[config.mk]
export PLATFORM = sky130hd
export DESIGN_NAME = periph_irq_and_serial_pin_mux
export DESIGN_NICKNAME = d
export VERILOG_FILES = /design/src/hdl/periph_irq_and_serial_pin_mux.v
export VERILOG_INCLUDE_DIRS = /design/src /design/src/inc
export SDC_FILE = /design/constraint.sdc
export NUM_CORES = 1
export LEC_CHECK = 0
export ABC_AREA = 1
export BUFFER_PORTS_ARGS = -buffer_cell sky130_fd_sc_hd__buf_2
export CAP_MARGIN = 20
export CELL_PAD_IN_SITES_DETAIL_PLACEMENT = 0
export CELL_PAD_IN_SITES_GLOBAL_PLACEMENT = 2
export CORE_MARGIN = 2
export CORE_UTILIZATION = 35
export CTS_BUF_LIST = sky130_fd_sc_hd__clkbuf_4 sky130_fd_sc_hd__clkbuf_8
export DETAILED_ROUTE_END_ITERATION = 8
export PLACE_DENSITY = 0.87
export SLEW_MARGIN = 20
export SYNTH_ARGS = -nofsm -noshare
export SYNTH_HDL_FRONTEND = slang
export SYNTH_SLANG_ARGS = --single-unit
[constraint.sdc]
create_clock -name pclk -period 2 [get_ports pclk]
set_input_delay 0.2 -clock pclk [delete_from_list [all_inputs] [get_ports pclk]]
set_output_delay 0.2 -clock pclk [all_outputs]
set_load 0.1 [all_outputs]
[src/inc/irq_mux_consts.vh]
`ifndef IRQ_MUX_CONSTS_VH
`define IRQ_MUX_CONSTS_VH
// APB byte addresses (word index times four)
`define ADDR_MODE_CONTROL 12'h054
`define ADDR_SYSTEM_STATUS 12'h058
`define ADDR_IRQ_FLAGS 12'h05C
`define ADDR_PIN_FLAGS_LO 12'h01C
`define ADDR_PIN_FLAGS_MID 12'h11C
`define ADDR_PIN_FLAGS_HI 12'h12C
`define ADDR_PIN_IRQ_EN_LO 12'h018
`define ADDR_PIN_IRQ_EN_MID 12'h118
`define ADDR_PIN_IRQ_EN_HI 12'h128
`define ADDR_BOOT_CONTROL 12'h200
`define ADDR_WIDTH 12
// Mode control fields
`define MODE_WIDTH 9
`define MODE_RESET 9'h000
`define MODE_TRIP_EN 2
`define MODE_SYNC_EN 3
`define MODE_RX_SEL 4
`define MODE_UART_EN 5
// Interrupt flag fields
`define FLAG_TRIP 0
`define FLAG_SYNC 1
// Status fields
`define STAT_TRIP 0
`define STAT_WDOG 1
`define STAT_POL 2
`define STAT_RELUCT 3
`define STAT_PWM_TIMER 4
// Vector addresses
`define VEC_RESET 14'h0000
`define VEC_PERIPH 14'h0004
`define VEC_PIO 14'h0008
`define VEC_SYNC 14'h000C
`define VEC_SERIAL_PORT_0_TX 14'h0010
`define VEC_SERIAL_PORT_0_RX 14'h0014
`define VEC_SOFT1 14'h0018
`define VEC_SOFT0 14'h001C
`define VEC_SERIAL_PORT_1_TX 14'h0020
`define VEC_SERIAL_PORT_1_RX 14'h0024
`define VEC_TIMER 14'h0028
`define VEC_TRIP 14'h002C
`define VEC_TABLE_END 14'h002F
`define VEC_USER_START 14'h0030
`endif

[src/hdl/periph_irq_and_serial_pin_mux.v]
// Register access over APB and the register offsets were decided locally.
`timescale 1ns/1ns
// Notes on behaviour
// Reset table spans 0x0000..0x002F; four words per source; boot_vector starts there.
// Unmasked interrupts reach the core after only the sync delay; peripheral events here add two registered stages, flags then vector.
// Core timer, serial and software interrupts get their own vector slot.
// Peripheral event sets its bit in irq flags or pin-change flags.
// Peripheral irq line held low while any flag is pending.
// All twenty-six peripheral sources vector to 0x0004.
// Dispatcher reads irq flags, saves them, branches 0x002C trip, 0x000C sync.
// Simultaneous interrupts: higher-priority handler chosen first.
// Reading irq flags clears trip and sync and acknowledges.
// Value read from irq flags is kept for later inspection.
// Reading a pin-change flag register clears it and acknowledges.
// Two receive pins multiplexed into serial port 1 receive input.
// rx_pin_select high picks pin b, low picks pin a.
// uart_mode_enable joins receive input and receive frame sync.
// In UART mode flag_out_1 drives the serial ROM reset pin.
// Boot start clears rx select, sets UART mode, pulses flag_out_1.
// In UART boot, stream start seen on joined frame sync.
// Successful serial boot starts execution at 0x0030.
// Software may later pick pin b then leave UART mode.
// Failed boot picks pin b, stays UART, awaits header byte.
// Any hardware, software or watchdog reset clears peripheral state; soft reset leaves irq_flags_saved as it was.
// Status register reports trip, polarity, reluctance, watchdog, PWM timer.
// Trip interrupt gated by mode bit 2, sync by bit 3.
// Sync on rising pwm_sync_pulse, trip on falling pwm_trip_input.
// Pin interrupt on either edge of an enabled pin.
// Flags hold until read; an event in the read cycle survives.
// Pin inputs pass two flip-flops before edge detection.
`include "irq_mux_consts.vh"
module periph_irq_and_serial_pin_mux #(
  parameter PIO_WIDTH = 24
) (
  input wire pclk, // Core clock
  input wire presetn, // Hardware reset, active low
  input wire soft_reset, // Software or watchdog peripheral reset
  input wire psel, // APB select
  input wire penable, // APB enable
  input wire pwrite, // APB direction
  input wire [11:0] paddr, // APB byte address
  input wire [31:0] pwdata, // APB write data
  output wire pready, // APB ready
  output reg [31:0] prdata, // APB read data
  output wire pslverr, // APB error on unmapped address
  input wire pwm_sync_pulse, // PWM sync pulse
  input wire pwm_trip_input, // PWM trip pin
  input wire pwm_polarity_pin, // PWM polarity strap
  input wire pwm_reluctance_mode_pin, // Reluctance mode strap
  input wire watchdog_expired, // Watchdog reset seen
  input wire pwm_timer_status, // PWM timer phase
  input wire [PIO_WIDTH-1:0] pio_pins, // Programmable I/O inputs
  input wire core_irq_masked_in, // Core-side interrupt request bits
  input wire [7:0] core_irq_req, // Timer, serial, software requests
  input wire [7:0] core_irq_mask, // Core mask bits
  input wire periph_irq_mask, // Core mask bit for peripheral line
  output reg peripheral_irq_line_n, // Peripheral interrupt, active low
  output reg [13:0] irq_vector, // Vector taken by sequencer
  output reg irq_vector_valid, // Vector valid
  input wire rx_pin_a, // Receive pin a
  input wire rx_pin_b, // Receive pin b
  input wire rx_frame_sync_pin, // External receive frame sync
  input wire flag_out_1, // Core software flag 1
  output wire serial1_rx_input, // Receive data into serial port 1
  output wire serial1_rx_frame_sync, // Frame sync into serial port 1
  output wire serial_rom_reset_pin, // Serial ROM reset output
  output wire serial_rom_reset_oe, // Drive enable for that pin
  output reg [13:0] boot_vector, // Start address after boot
  output reg [15:0] irq_flags_saved // Last value read from irq flags
);
  localparam ST_IDLE = 4'b0001;
  localparam ST_ROMRST = 4'b0010;
  localparam ST_LOAD = 4'b0100;
  localparam ST_DONE = 4'b1000;
  reg [`MODE_WIDTH-1:0] mode_reg;
  reg [PIO_WIDTH-1:0] pin_en_reg;
  reg [PIO_WIDTH-1:0] pin_flags_reg;
  reg [PIO_WIDTH-1:0] pin_sync1_reg;
  reg [PIO_WIDTH-1:0] pin_sync2_reg;
  reg [PIO_WIDTH-1:0] pin_prev_reg;
  reg [1:0] irq_flags_reg;
  reg [1:0] pwm_sync1_reg;
  reg [1:0] pwm_sync2_reg;
  reg [1:0] pwm_prev_reg;
  reg [3:0] boot_state_reg;
  reg [2:0] boot_cmd_reg;
  wire clr_n;
  wire wr_en;
  wire rd_en;
  wire sync_rise;
  wire trip_fall;
  wire [PIO_WIDTH-1:0] pin_edge;
  wire [PIO_WIDTH-1:0] rd_clear;
  wire mapped;
  // soft and watchdog reset share the clear path
  assign clr_n = ~soft_reset;
  assign pready = 1'b1;
  assign wr_en = psel & penable & pwrite;
  assign rd_en = psel & penable & ~pwrite;
  assign mapped = (paddr == `ADDR_MODE_CONTROL) | (paddr == `ADDR_SYSTEM_STATUS) |
    (paddr == `ADDR_IRQ_FLAGS) | (paddr == `ADDR_PIN_FLAGS_LO) |
    (paddr == `ADDR_PIN_FLAGS_MID) | (paddr == `ADDR_PIN_FLAGS_HI) |
    (paddr == `ADDR_PIN_IRQ_EN_LO) | (paddr == `ADDR_PIN_IRQ_EN_MID) |
    (paddr == `ADDR_PIN_IRQ_EN_HI) | (paddr == `ADDR_BOOT_CONTROL);
  assign pslverr = psel & penable & ~mapped;

  // Byte lane of the 24 pin bits that an address selects
  function [PIO_WIDTH-1:0] lane_mask;
    input [11:0] a;
    input [11:0] lo;
    input [11:0] mid;
    input [11:0] hi;
    begin
      lane_mask = {PIO_WIDTH{1'b0}};
      if (a == lo)
        lane_mask[7:0] = 8'hFF;
      if (a == mid)
        lane_mask[15:8] = 8'hFF;
      if (a == hi)
        lane_mask[23:16] = 8'hFF;
    end
  endfunction

  // read of a pin flag byte clears that byte
  assign rd_clear = rd_en ? lane_mask(paddr, `ADDR_PIN_FLAGS_LO, `ADDR_PIN_FLAGS_MID,
    `ADDR_PIN_FLAGS_HI) : {PIO_WIDTH{1'b0}};

  // two-stage sync before edge detect
  always @(posedge pclk or negedge presetn)
  begin
    if (!presetn)
    begin
      pin_sync1_reg <= {PIO_WIDTH{1'b0}};
      pin_sync2_reg <= {PIO_WIDTH{1'b0}};
      pin_prev_reg <= {PIO_WIDTH{1'b0}};
      pwm_sync1_reg <= 2'h0;
      pwm_sync2_reg <= 2'h0;
      pwm_prev_reg <= 2'h0;
    end
    else
    begin
      pin_sync1_reg <= pio_pins;
      pin_sync2_reg <= pin_sync1_reg;
      pin_prev_reg <= pin_sync2_reg;
      pwm_sync1_reg <= {pwm_sync_pulse, pwm_trip_input};
      pwm_sync2_reg <= pwm_sync1_reg;
      pwm_prev_reg <= pwm_sync2_reg;
    end
  end

  // rising sync, falling trip
  assign sync_rise = pwm_sync2_reg[1] & ~pwm_prev_reg[1];
  assign trip_fall = ~pwm_sync2_reg[0] & pwm_prev_reg[0];
  // either edge on enabled pins
  assign pin_edge = (pin_sync2_reg ^ pin_prev_reg) & pin_en_reg;

  // Register file and flags
  always @(posedge pclk or negedge presetn)
  begin
    if (!presetn)
    begin
      mode_reg <= `MODE_RESET;
      pin_en_reg <= {PIO_WIDTH{1'b0}};
      pin_flags_reg <= {PIO_WIDTH{1'b0}};
      irq_flags_reg <= 2'h0;
      irq_flags_saved <= 16'h0000;
      boot_cmd_reg <= 3'h0;
    end
    else if (!clr_n)
    begin
      mode_reg <= `MODE_RESET;
      pin_en_reg <= {PIO_WIDTH{1'b0}};
      pin_flags_reg <= {PIO_WIDTH{1'b0}};
      irq_flags_reg <= 2'h0;
      boot_cmd_reg <= 3'h0;
    end
    else
    begin
      boot_cmd_reg <= 3'h0;
      // set wins over clearing read
      // events set flag bits
      pin_flags_reg <= (pin_flags_reg & ~rd_clear) | pin_edge;
      // irq flag read clears both bits
      // enables gate trip and sync
      irq_flags_reg[`FLAG_TRIP] <= (irq_flags_reg[`FLAG_TRIP] &
        ~(rd_en && paddr == `ADDR_IRQ_FLAGS)) | (trip_fall & mode_reg[`MODE_TRIP_EN]);
      irq_flags_reg[`FLAG_SYNC] <= (irq_flags_reg[`FLAG_SYNC] &
        ~(rd_en && paddr == `ADDR_IRQ_FLAGS)) | (sync_rise & mode_reg[`MODE_SYNC_EN]);
      // keep the value read
      if (rd_en && paddr == `ADDR_IRQ_FLAGS)
        irq_flags_saved <= {14'h0000, irq_flags_reg};
      if (wr_en)
      begin
        // software may rewrite rx select and UART bits freely
        if (paddr == `ADDR_MODE_CONTROL)
          mode_reg <= pwdata[`MODE_WIDTH-1:0];
        if (paddr == `ADDR_PIN_IRQ_EN_LO)
          pin_en_reg[7:0] <= pwdata[7:0];
        if (paddr == `ADDR_PIN_IRQ_EN_MID)
          pin_en_reg[15:8] <= pwdata[7:0];
        if (paddr == `ADDR_PIN_IRQ_EN_HI)
          pin_en_reg[23:16] <= pwdata[7:0];
        if (paddr == `ADDR_BOOT_CONTROL)
          boot_cmd_reg <= pwdata[2:0];
      end
      // boot start: rx select a, UART on
      if (boot_state_reg == ST_IDLE && boot_cmd_reg[0])
      begin
        mode_reg[`MODE_RX_SEL] <= 1'b0;
        mode_reg[`MODE_UART_EN] <= 1'b1;
      end
      // failed load: pin b, stay in UART mode
      if (boot_state_reg == ST_LOAD && boot_cmd_reg[2])
      begin
        mode_reg[`MODE_RX_SEL] <= 1'b1;
        mode_reg[`MODE_UART_EN] <= 1'b1;
      end
    end
  end

  // Boot sequencer: cmd bit0 start, bit1 load ok, bit2 load failed
  always @(posedge pclk or negedge presetn)
  begin
    if (!presetn)
    begin
      boot_state_reg <= ST_IDLE;
      // vector table base
      boot_vector <= `VEC_RESET;
    end
    else if (!clr_n)
    begin
      boot_state_reg <= ST_IDLE;
      boot_vector <= `VEC_RESET;
    end
    else
    begin
      case (boot_state_reg)
        ST_IDLE:
          if (boot_cmd_reg[0])
            boot_state_reg <= ST_ROMRST;
        ST_ROMRST:
          // ROM reset is flag_out_1 set and toggled twice by the core
          boot_state_reg <= ST_LOAD;
        ST_LOAD:
          if (boot_cmd_reg[1])
          begin
            // user code starts at 0x0030
            boot_vector <= `VEC_USER_START;
            boot_state_reg <= ST_DONE;
          end
          else if (boot_cmd_reg[2])
            boot_state_reg <= ST_DONE;
        ST_DONE:
          boot_state_reg <= ST_DONE;
        default:
          boot_state_reg <= ST_IDLE;
      endcase
    end
  end

  // receive pin multiplexer
  // bit 4 picks pin b
  // UART mode joins data and frame sync
  // stream start appears on joined frame sync
  assign serial1_rx_input = mode_reg[`MODE_RX_SEL] ? rx_pin_b : rx_pin_a;
  assign serial1_rx_frame_sync = mode_reg[`MODE_UART_EN] ? serial1_rx_input :
    rx_frame_sync_pin;
  // flag drives ROM reset pin in UART mode
  assign serial_rom_reset_pin = flag_out_1;
  assign serial_rom_reset_oe = mode_reg[`MODE_UART_EN];

  // Read data; status straps are sampled live
  always @*
  begin
    prdata = 32'h00000000;
    if (rd_en)
    begin
      case (paddr)
        `ADDR_MODE_CONTROL: prdata[`MODE_WIDTH-1:0] = mode_reg;
        // status bits
        `ADDR_SYSTEM_STATUS:
        begin
          prdata[`STAT_TRIP] = pwm_trip_input;
          prdata[`STAT_WDOG] = watchdog_expired;
          prdata[`STAT_POL] = pwm_polarity_pin;
          prdata[`STAT_RELUCT] = pwm_reluctance_mode_pin;
          prdata[`STAT_PWM_TIMER] = pwm_timer_status;
        end
        `ADDR_IRQ_FLAGS: prdata[1:0] = irq_flags_reg;
        `ADDR_PIN_FLAGS_LO: prdata[7:0] = pin_flags_reg[7:0];
        `ADDR_PIN_FLAGS_MID: prdata[7:0] = pin_flags_reg[15:8];
        `ADDR_PIN_FLAGS_HI: prdata[7:0] = pin_flags_reg[23:16];
        `ADDR_PIN_IRQ_EN_LO: prdata[7:0] = pin_en_reg[7:0];
        `ADDR_PIN_IRQ_EN_MID: prdata[7:0] = pin_en_reg[15:8];
        `ADDR_PIN_IRQ_EN_HI: prdata[7:0] = pin_en_reg[23:16];
        `ADDR_BOOT_CONTROL: prdata[3:0] = boot_state_reg;
        default: prdata = 32'h00000000;
      endcase
    end
  end

  // Vector selection, fixed priority from trip down to timer
  always @(posedge pclk or negedge presetn)
  begin
    if (!presetn)
    begin
      peripheral_irq_line_n <= 1'b1;
      irq_vector <= `VEC_RESET;
      irq_vector_valid <= 1'b0;
    end
    else
    begin
      // line low while anything pending
      peripheral_irq_line_n <= ~((|irq_flags_reg) | (|pin_flags_reg));
      // two registered stages after sync (flags, then vector), no more
      irq_vector_valid <= 1'b1;
      // priority order
      // peripherals share 0x0004
      // dispatcher target: trip 0x002C, sync 0x000C, else pin handler
      // core sources use own slots
      if (irq_flags_reg[`FLAG_TRIP] && periph_irq_mask)
        irq_vector <= `VEC_PERIPH;
      else if (((|irq_flags_reg) | (|pin_flags_reg)) && periph_irq_mask)
        irq_vector <= `VEC_PERIPH;
      else if (core_irq_req[0] && core_irq_mask[0])
        irq_vector <= `VEC_SERIAL_PORT_0_TX;
      else if (core_irq_req[1] && core_irq_mask[1])
        irq_vector <= `VEC_SERIAL_PORT_0_RX;
      else if (core_irq_req[2] && core_irq_mask[2])
        irq_vector <= `VEC_SOFT1;
      else if (core_irq_req[3] && core_irq_mask[3])
        irq_vector <= `VEC_SOFT0;
      else if (core_irq_req[4] && core_irq_mask[4])
        irq_vector <= `VEC_SERIAL_PORT_1_TX;
      else if (core_irq_req[5] && core_irq_mask[5])
        irq_vector <= `VEC_SERIAL_PORT_1_RX;
      else if (core_irq_req[6] && core_irq_mask[6])
        irq_vector <= `VEC_TIMER;
      else
      begin
        irq_vector <= `VEC_RESET;
        irq_vector_valid <= 1'b0;
      end
    end
  end
endmodule // periph_irq_and_serial_pin_mux

## Word level (Yosys, flattened, before mapping)

Cells that the tools add are included.

- Reduce and logical (&&, ||, !) cells: 31
- Equal/unequal tests: 16
- Mux-type cells: 53
- Bitwise gates (word level): 34

Operator list:

| cell | number |
|---|---|
| 24-bit 2-to-1 mux | 4 |
| 14-bit 2-to-1 mux | 4 |
| 24-bit AND | 2 |
| 12-bit by 9-bit equality test with 1-bit output (second input constant) | 4 |
| 6-bit 2-to-1 mux | 8 |
| 8-bit 2-to-1 mux | 6 |
| 12-bit by 7-bit equality test with 1-bit output (second input constant) | 3 |
| 9-bit 2-to-1 mux | 4 |
| 12-bit by 5-bit equality test with 1-bit output (second input constant) | 2 |
| 24-bit inverter | 1 |
| 24-bit OR | 1 |
| 24-bit OR reduction | 1 |
| 24-bit XOR | 1 |
| 3-bit one-hot mux with 7 select lines | 1 |
| 2-bit one-hot mux with 10 select lines | 1 |
| 2-bit one-hot mux with 9 select lines | 1 |
| 4-bit 2-to-1 mux | 4 |
| 4-bit one-hot mux with 4 select lines | 1 |
| 2-bit AND reduction | 8 |
| 2-bit nonzero test | 7 |
| 12-bit by 10-bit equality test with 1-bit output (second input constant) | 1 |
| 1-bit logical AND | 12 |
| 1-bit 2-to-1 mux | 12 |
| 1-bit OR | 12 |
| other kinds (13) | 33 |

- Output and inout port bits: 84
- Logic and storage cells: 154
- Bits in registers: 176
- Input port bits: 102

## Depth between registers and ports, before layout

- Depth in word-level cells: 12
- Depth in mapped cells: 11
- Mapped depth without buffers: 11

## Least setup slack after synthesis

OpenSTA, ideal clock, no wires.

- Kind: input-to-output
- Start point: in paddr[7]
- End point: out pslverr
- Stages: 8
- Data required time: 1.800 ns
- Path buffers: 0
- Data arrival time: 2.900 ns
- Path slack: -1.100 ns
- Cell sequence: inv_1 -> nand2_1 -> nor2_1 -> nand3_1 -> nand2_1 -> nor2_1 -> nand2_1 -> nor3_1

- Cells in the longest elaborated chain, start to end: 12
- Elaborated cells on any way between the ends: 21
- Classes of those cells: eq/ne: 10; bitwise: 11

Ends and longest elaborated chain:

| what | line | RTL |
|---|---|---|
| start, declared | periph_irq_and_serial_pin_mux.v:41 | `input wire [11:0] paddr,` |
| 12-bit by 7-bit equality test with 1-bit output | n/a |  |
| 1-bit OR (8 in series) | periph_irq_and_serial_pin_mux.v:100 | `` assign mapped = (paddr == `ADDR_MODE_CONTROL) \| (paddr == `ADDR_SYSTEM_STATUS) \| `` |
| 1-bit OR * | periph_irq_and_serial_pin_mux.v:100 |  |
| 1-bit inverter * | periph_irq_and_serial_pin_mux.v:105 | `assign pslverr = psel & penable & ~mapped;` |
| 1-bit AND * | periph_irq_and_serial_pin_mux.v:105 |  |
| end, declared | periph_irq_and_serial_pin_mux.v:45 | `output wire pslverr,` |

Mark *: on every way between the ends. The rest lies on a longest branch, timed or not.

## Worst setup path after layout

- Start point: in paddr[11]
- End point: out prdata[4]

- Cells in the longest elaborated chain, start to end: 3
- Elaborated cells on any way between the ends: 10
- Classes of those cells: eq/ne: 8; mux: 2

Ends and longest elaborated chain:

| what | line | RTL |
|---|---|---|
| 12-bit by 9-bit equality test with 1-bit output, or another cell as far along | periph_irq_and_serial_pin_mux.v:278 | `case (paddr)` |
| 1-bit one-hot mux with 8 select lines * | periph_irq_and_serial_pin_mux.v:278 |  |
| 9-bit 2-to-1 mux * | periph_irq_and_serial_pin_mux.v:276 | `if (rd_en)` |
| end, declared | periph_irq_and_serial_pin_mux.v:44 | `output reg [31:0] prdata,` |

Marks and branches as above.

==> flow_summary.ini <==
[power]
p_leak_nw = 4.23
p_int_mw = 4.82
switching_share_pct = 32.6
clockPowerShare_pct = 34.4
power_frac_seq_pct = 47.8
peakVddDrop_v = 0.000509
power_density_nw_per_um2 = 824
finalPower_mw = 7.16
pwr-share-comb_pct = 17.9
p_sw_mw = 2.33

[finish]
diodes = 0
regArea_um2 = 3830
fin_util_pct = 44.5
multi_input_area_um2 = 2690
syn_to_final_growth_pct = 24.2
num-nets-final = 1039
layout-drive-gt1-share_pct = 23.6
stdcell_count = 1213
fill_cells = 2003

[logic_synthesis]
ys_warn_count = 0
ys_seq_area_share_pct = 54.8
yosysTopAreaCellShare_pct = 54.1
synth_top_family_by_area = simple AND/OR/NAND/NOR gates
synth_ff_type = dfrtp_1
synth_most_common_cell = nand2_1
synth_area_leaders = dfrtp_1 (54%), nand2_1 (11%), buf_4 (6.9%), nor2_1 (3.7%), nand3_1 (3.6%)
async_flop_share_pct = 100
avgSynthCellArea_um2 = 9.02
synth_xor_area_share_pct = 1.63
synth_area_um2 = 6990
synthCells = 775
synthAdderAreaFrac_pct = 0
ys_top_cells_by_count = nand2_1 (203), dfrtp_1 (151), nor2_1 (68), buf_4 (64), inv_1 (51)
synth_mux_area_share_pct = 0
yosysTopAreaCell = dfrtp_1
synth-seq-cells = 153
synth_compound_area_share_pct = 9.26
synthSimpleGateAreaFrac_pct = 23.2
synth_edf_count = 0
ys_types = 35

[detailed_routing]
vias = 5396
final_antenna_net_count = 0
wirelength_um = 17700
via_per_inst = 4.45
dr.pass1.iters = 5
post_drt_wl_per_cell_um = 14.6
drtIter0Drc = 370
drc = 0

[clock_network]
clock_sinks = 153
clkTransAtPathRegs_ns = 0.08
cts_buffers = 17
cts_buffer_depth = 2
clockRootBuffer = clkbuf_8
worstSkewPairLatency_ns = 0.46
cts.htree.levels = 4
cts_tree = yes

[floorplanning]
ios = 186
dieArea_um2 = 21100
die_w_um = 145
start_util_pct = 35.8
die_h_um = 145
core_um2 = 19500
rows = 51

[global_route]
grt_max_degree = 51
grt_usage_pct = 17.3
first_global_vias = 5122
grt_pass1_wl_um = 28000
antenna_found_initial = 0
grt-ovfl-total = 0

[timing]
fmax_ghz = 0.528
slew_headroom_pct = 31.1
fin_crit_ns = 1.90
setup_violations = 0
rsz0062_at_grt = yes
tightest_slew_ns = 1.03
hold_viol_final = 0
period_share_pct = 94.8
drv_slew = 0
finalClockSkew_ns = 0.0153

[flow_run]
maxCapViolCount = 0

[critical_path]
worstPathArrival_ns = 1.70
cp_max_fo = 4
worstPathRequired_ns = 1.80
start_kind = input port
r2r_slack_ns = 0.39
cp-end-kind = output port
crit_type = input port to output port

[min_path]
hold_class = input port to flop

[placement]
dp_cells = 1153
detailed_place_hpwl_um = 13500
port_buffers = 97
gp_congestion = 0.915

[run_status]
outcome = finished clean
==> routing by layer <==
metal | share of wire, % | global-route usage [%] | vias up
li1 | - | - | 2702
met1 | 46 | 23.4 | 2526
met2 | 47 | 27.5 | 148
met3 | 4.8 | 3.52 | 20
met4 | 1.9 | 6.32 | 0
met5 | 0 | 0 | -
==> path summary, 6_finish.rpt <==
kind	startpoint	end	cells past startpoint
hold / removal	periph_irq_mask	irq_vector[2]	3
max in group asynchronous	presetn	peripheral_irq_line_n	3
min in group asynchronous	presetn	pin_sync1_reg[14]	2
setup reg to reg	pin_flags_reg[21]	irq_vector_valid	4
setup / recovery	paddr[11]	prdata[4]	9
hold reg to reg	pin_sync1_reg[14]	pin_sync2_reg[14]	0
==> power by group through the flow <==
stage          logic, mW  clock network [mW]  registers, mW
3_5_place_dp        1.24                   0           3.48
6_report            1.28                2.46           3.42
3_3_place_gp        1.23                   0           3.48
4_1_cts             1.29                2.53           3.42
5_1_grt             1.37                2.68           3.44
2_1_floorplan      0.959                   0           3.52
==> repair_timing <==
action                                 in CTS  in global routing
setup endpoints to repair                   0                  8
setup buffers                               0                  0
hold buffers                               30                  0
endpoints found under the hold margin      72                  0
gates resized for setup                     0                  4
==> through the flow <==
| step | hold slack, ns | cell area (um^2) | worst slack, ns | TNS, ns |
|---|---|---|---|---|
| 3_3_place_gp | 0.189 | 7950 | 0.0718 | 0 |
| 5_1_grt | 0.0471 | 8680 | -0.0288 | -0.0865 |
| 4_1_cts | 0.0165 | 8670 | 0.0250 | 0 |
| 3_5_place_dp | 0.185 | 7950 | 0.0354 | 0 |
| 2_1_floorplan | -0.0956 | 7270 | -0.247 | -0.247 |
| 6_report | 0.0393 | 8680 | 0.104 | 0 |
==> final cells by class <==
cell class	count	share of cell area, %
Sequential cell	153	44.1
Multi-Input combinational cell	549	30.9
Timing Repair Buffer	161	13.9
Tap cell	265	3.82
Clock buffer	18	2.85
Inverter	55	2.38
Clock inverter	12	1.93
==> critical path, stage by stage <==
cell and delay [ns]:
buf_2 0.11, nor2_2 0.15, nand2_1 0.17, nor2_4 0.15, nand2_1 0.13, o21ai_0 0.30, nor2_1 0.12, a21oi_4 0.17
buf_12 0.19
==> layout by cell type, fill, tap and decap left out, types with 16 or more instances in the layout <==
cell type | netlist | routed
o21ai_1 | 18 | 18
o21ai_2 | 16 | 16
inv_1 | 51 | 51
dlygate4sd3_1 | 0 | 30
dfrtp_1 | 151 | 150
a21oi_1 | 41 | 38
conb_1 | 2 | 60
nand2_1 | 203 | 203
buf_2 | 3 | 86
nand3_1 | 50 | 50
nor2_1 | 68 | 61
clkbuf_8 | 0 | 18
o21ai_0 | 24 | 24
buf_4 | 64 | 33
==> logic make-up (layout without fill, tap and decap cells) <==
family                 Yosys count  after routing
XOR/XNOR                        13             13
other                            2             60
AO/OA/AOI/OAI                  107            107
AND/OR/NAND/NOR                369            369
buffers and inverters          131            246
flip-flops                     153            153
(Power assumes the default switching activity.)
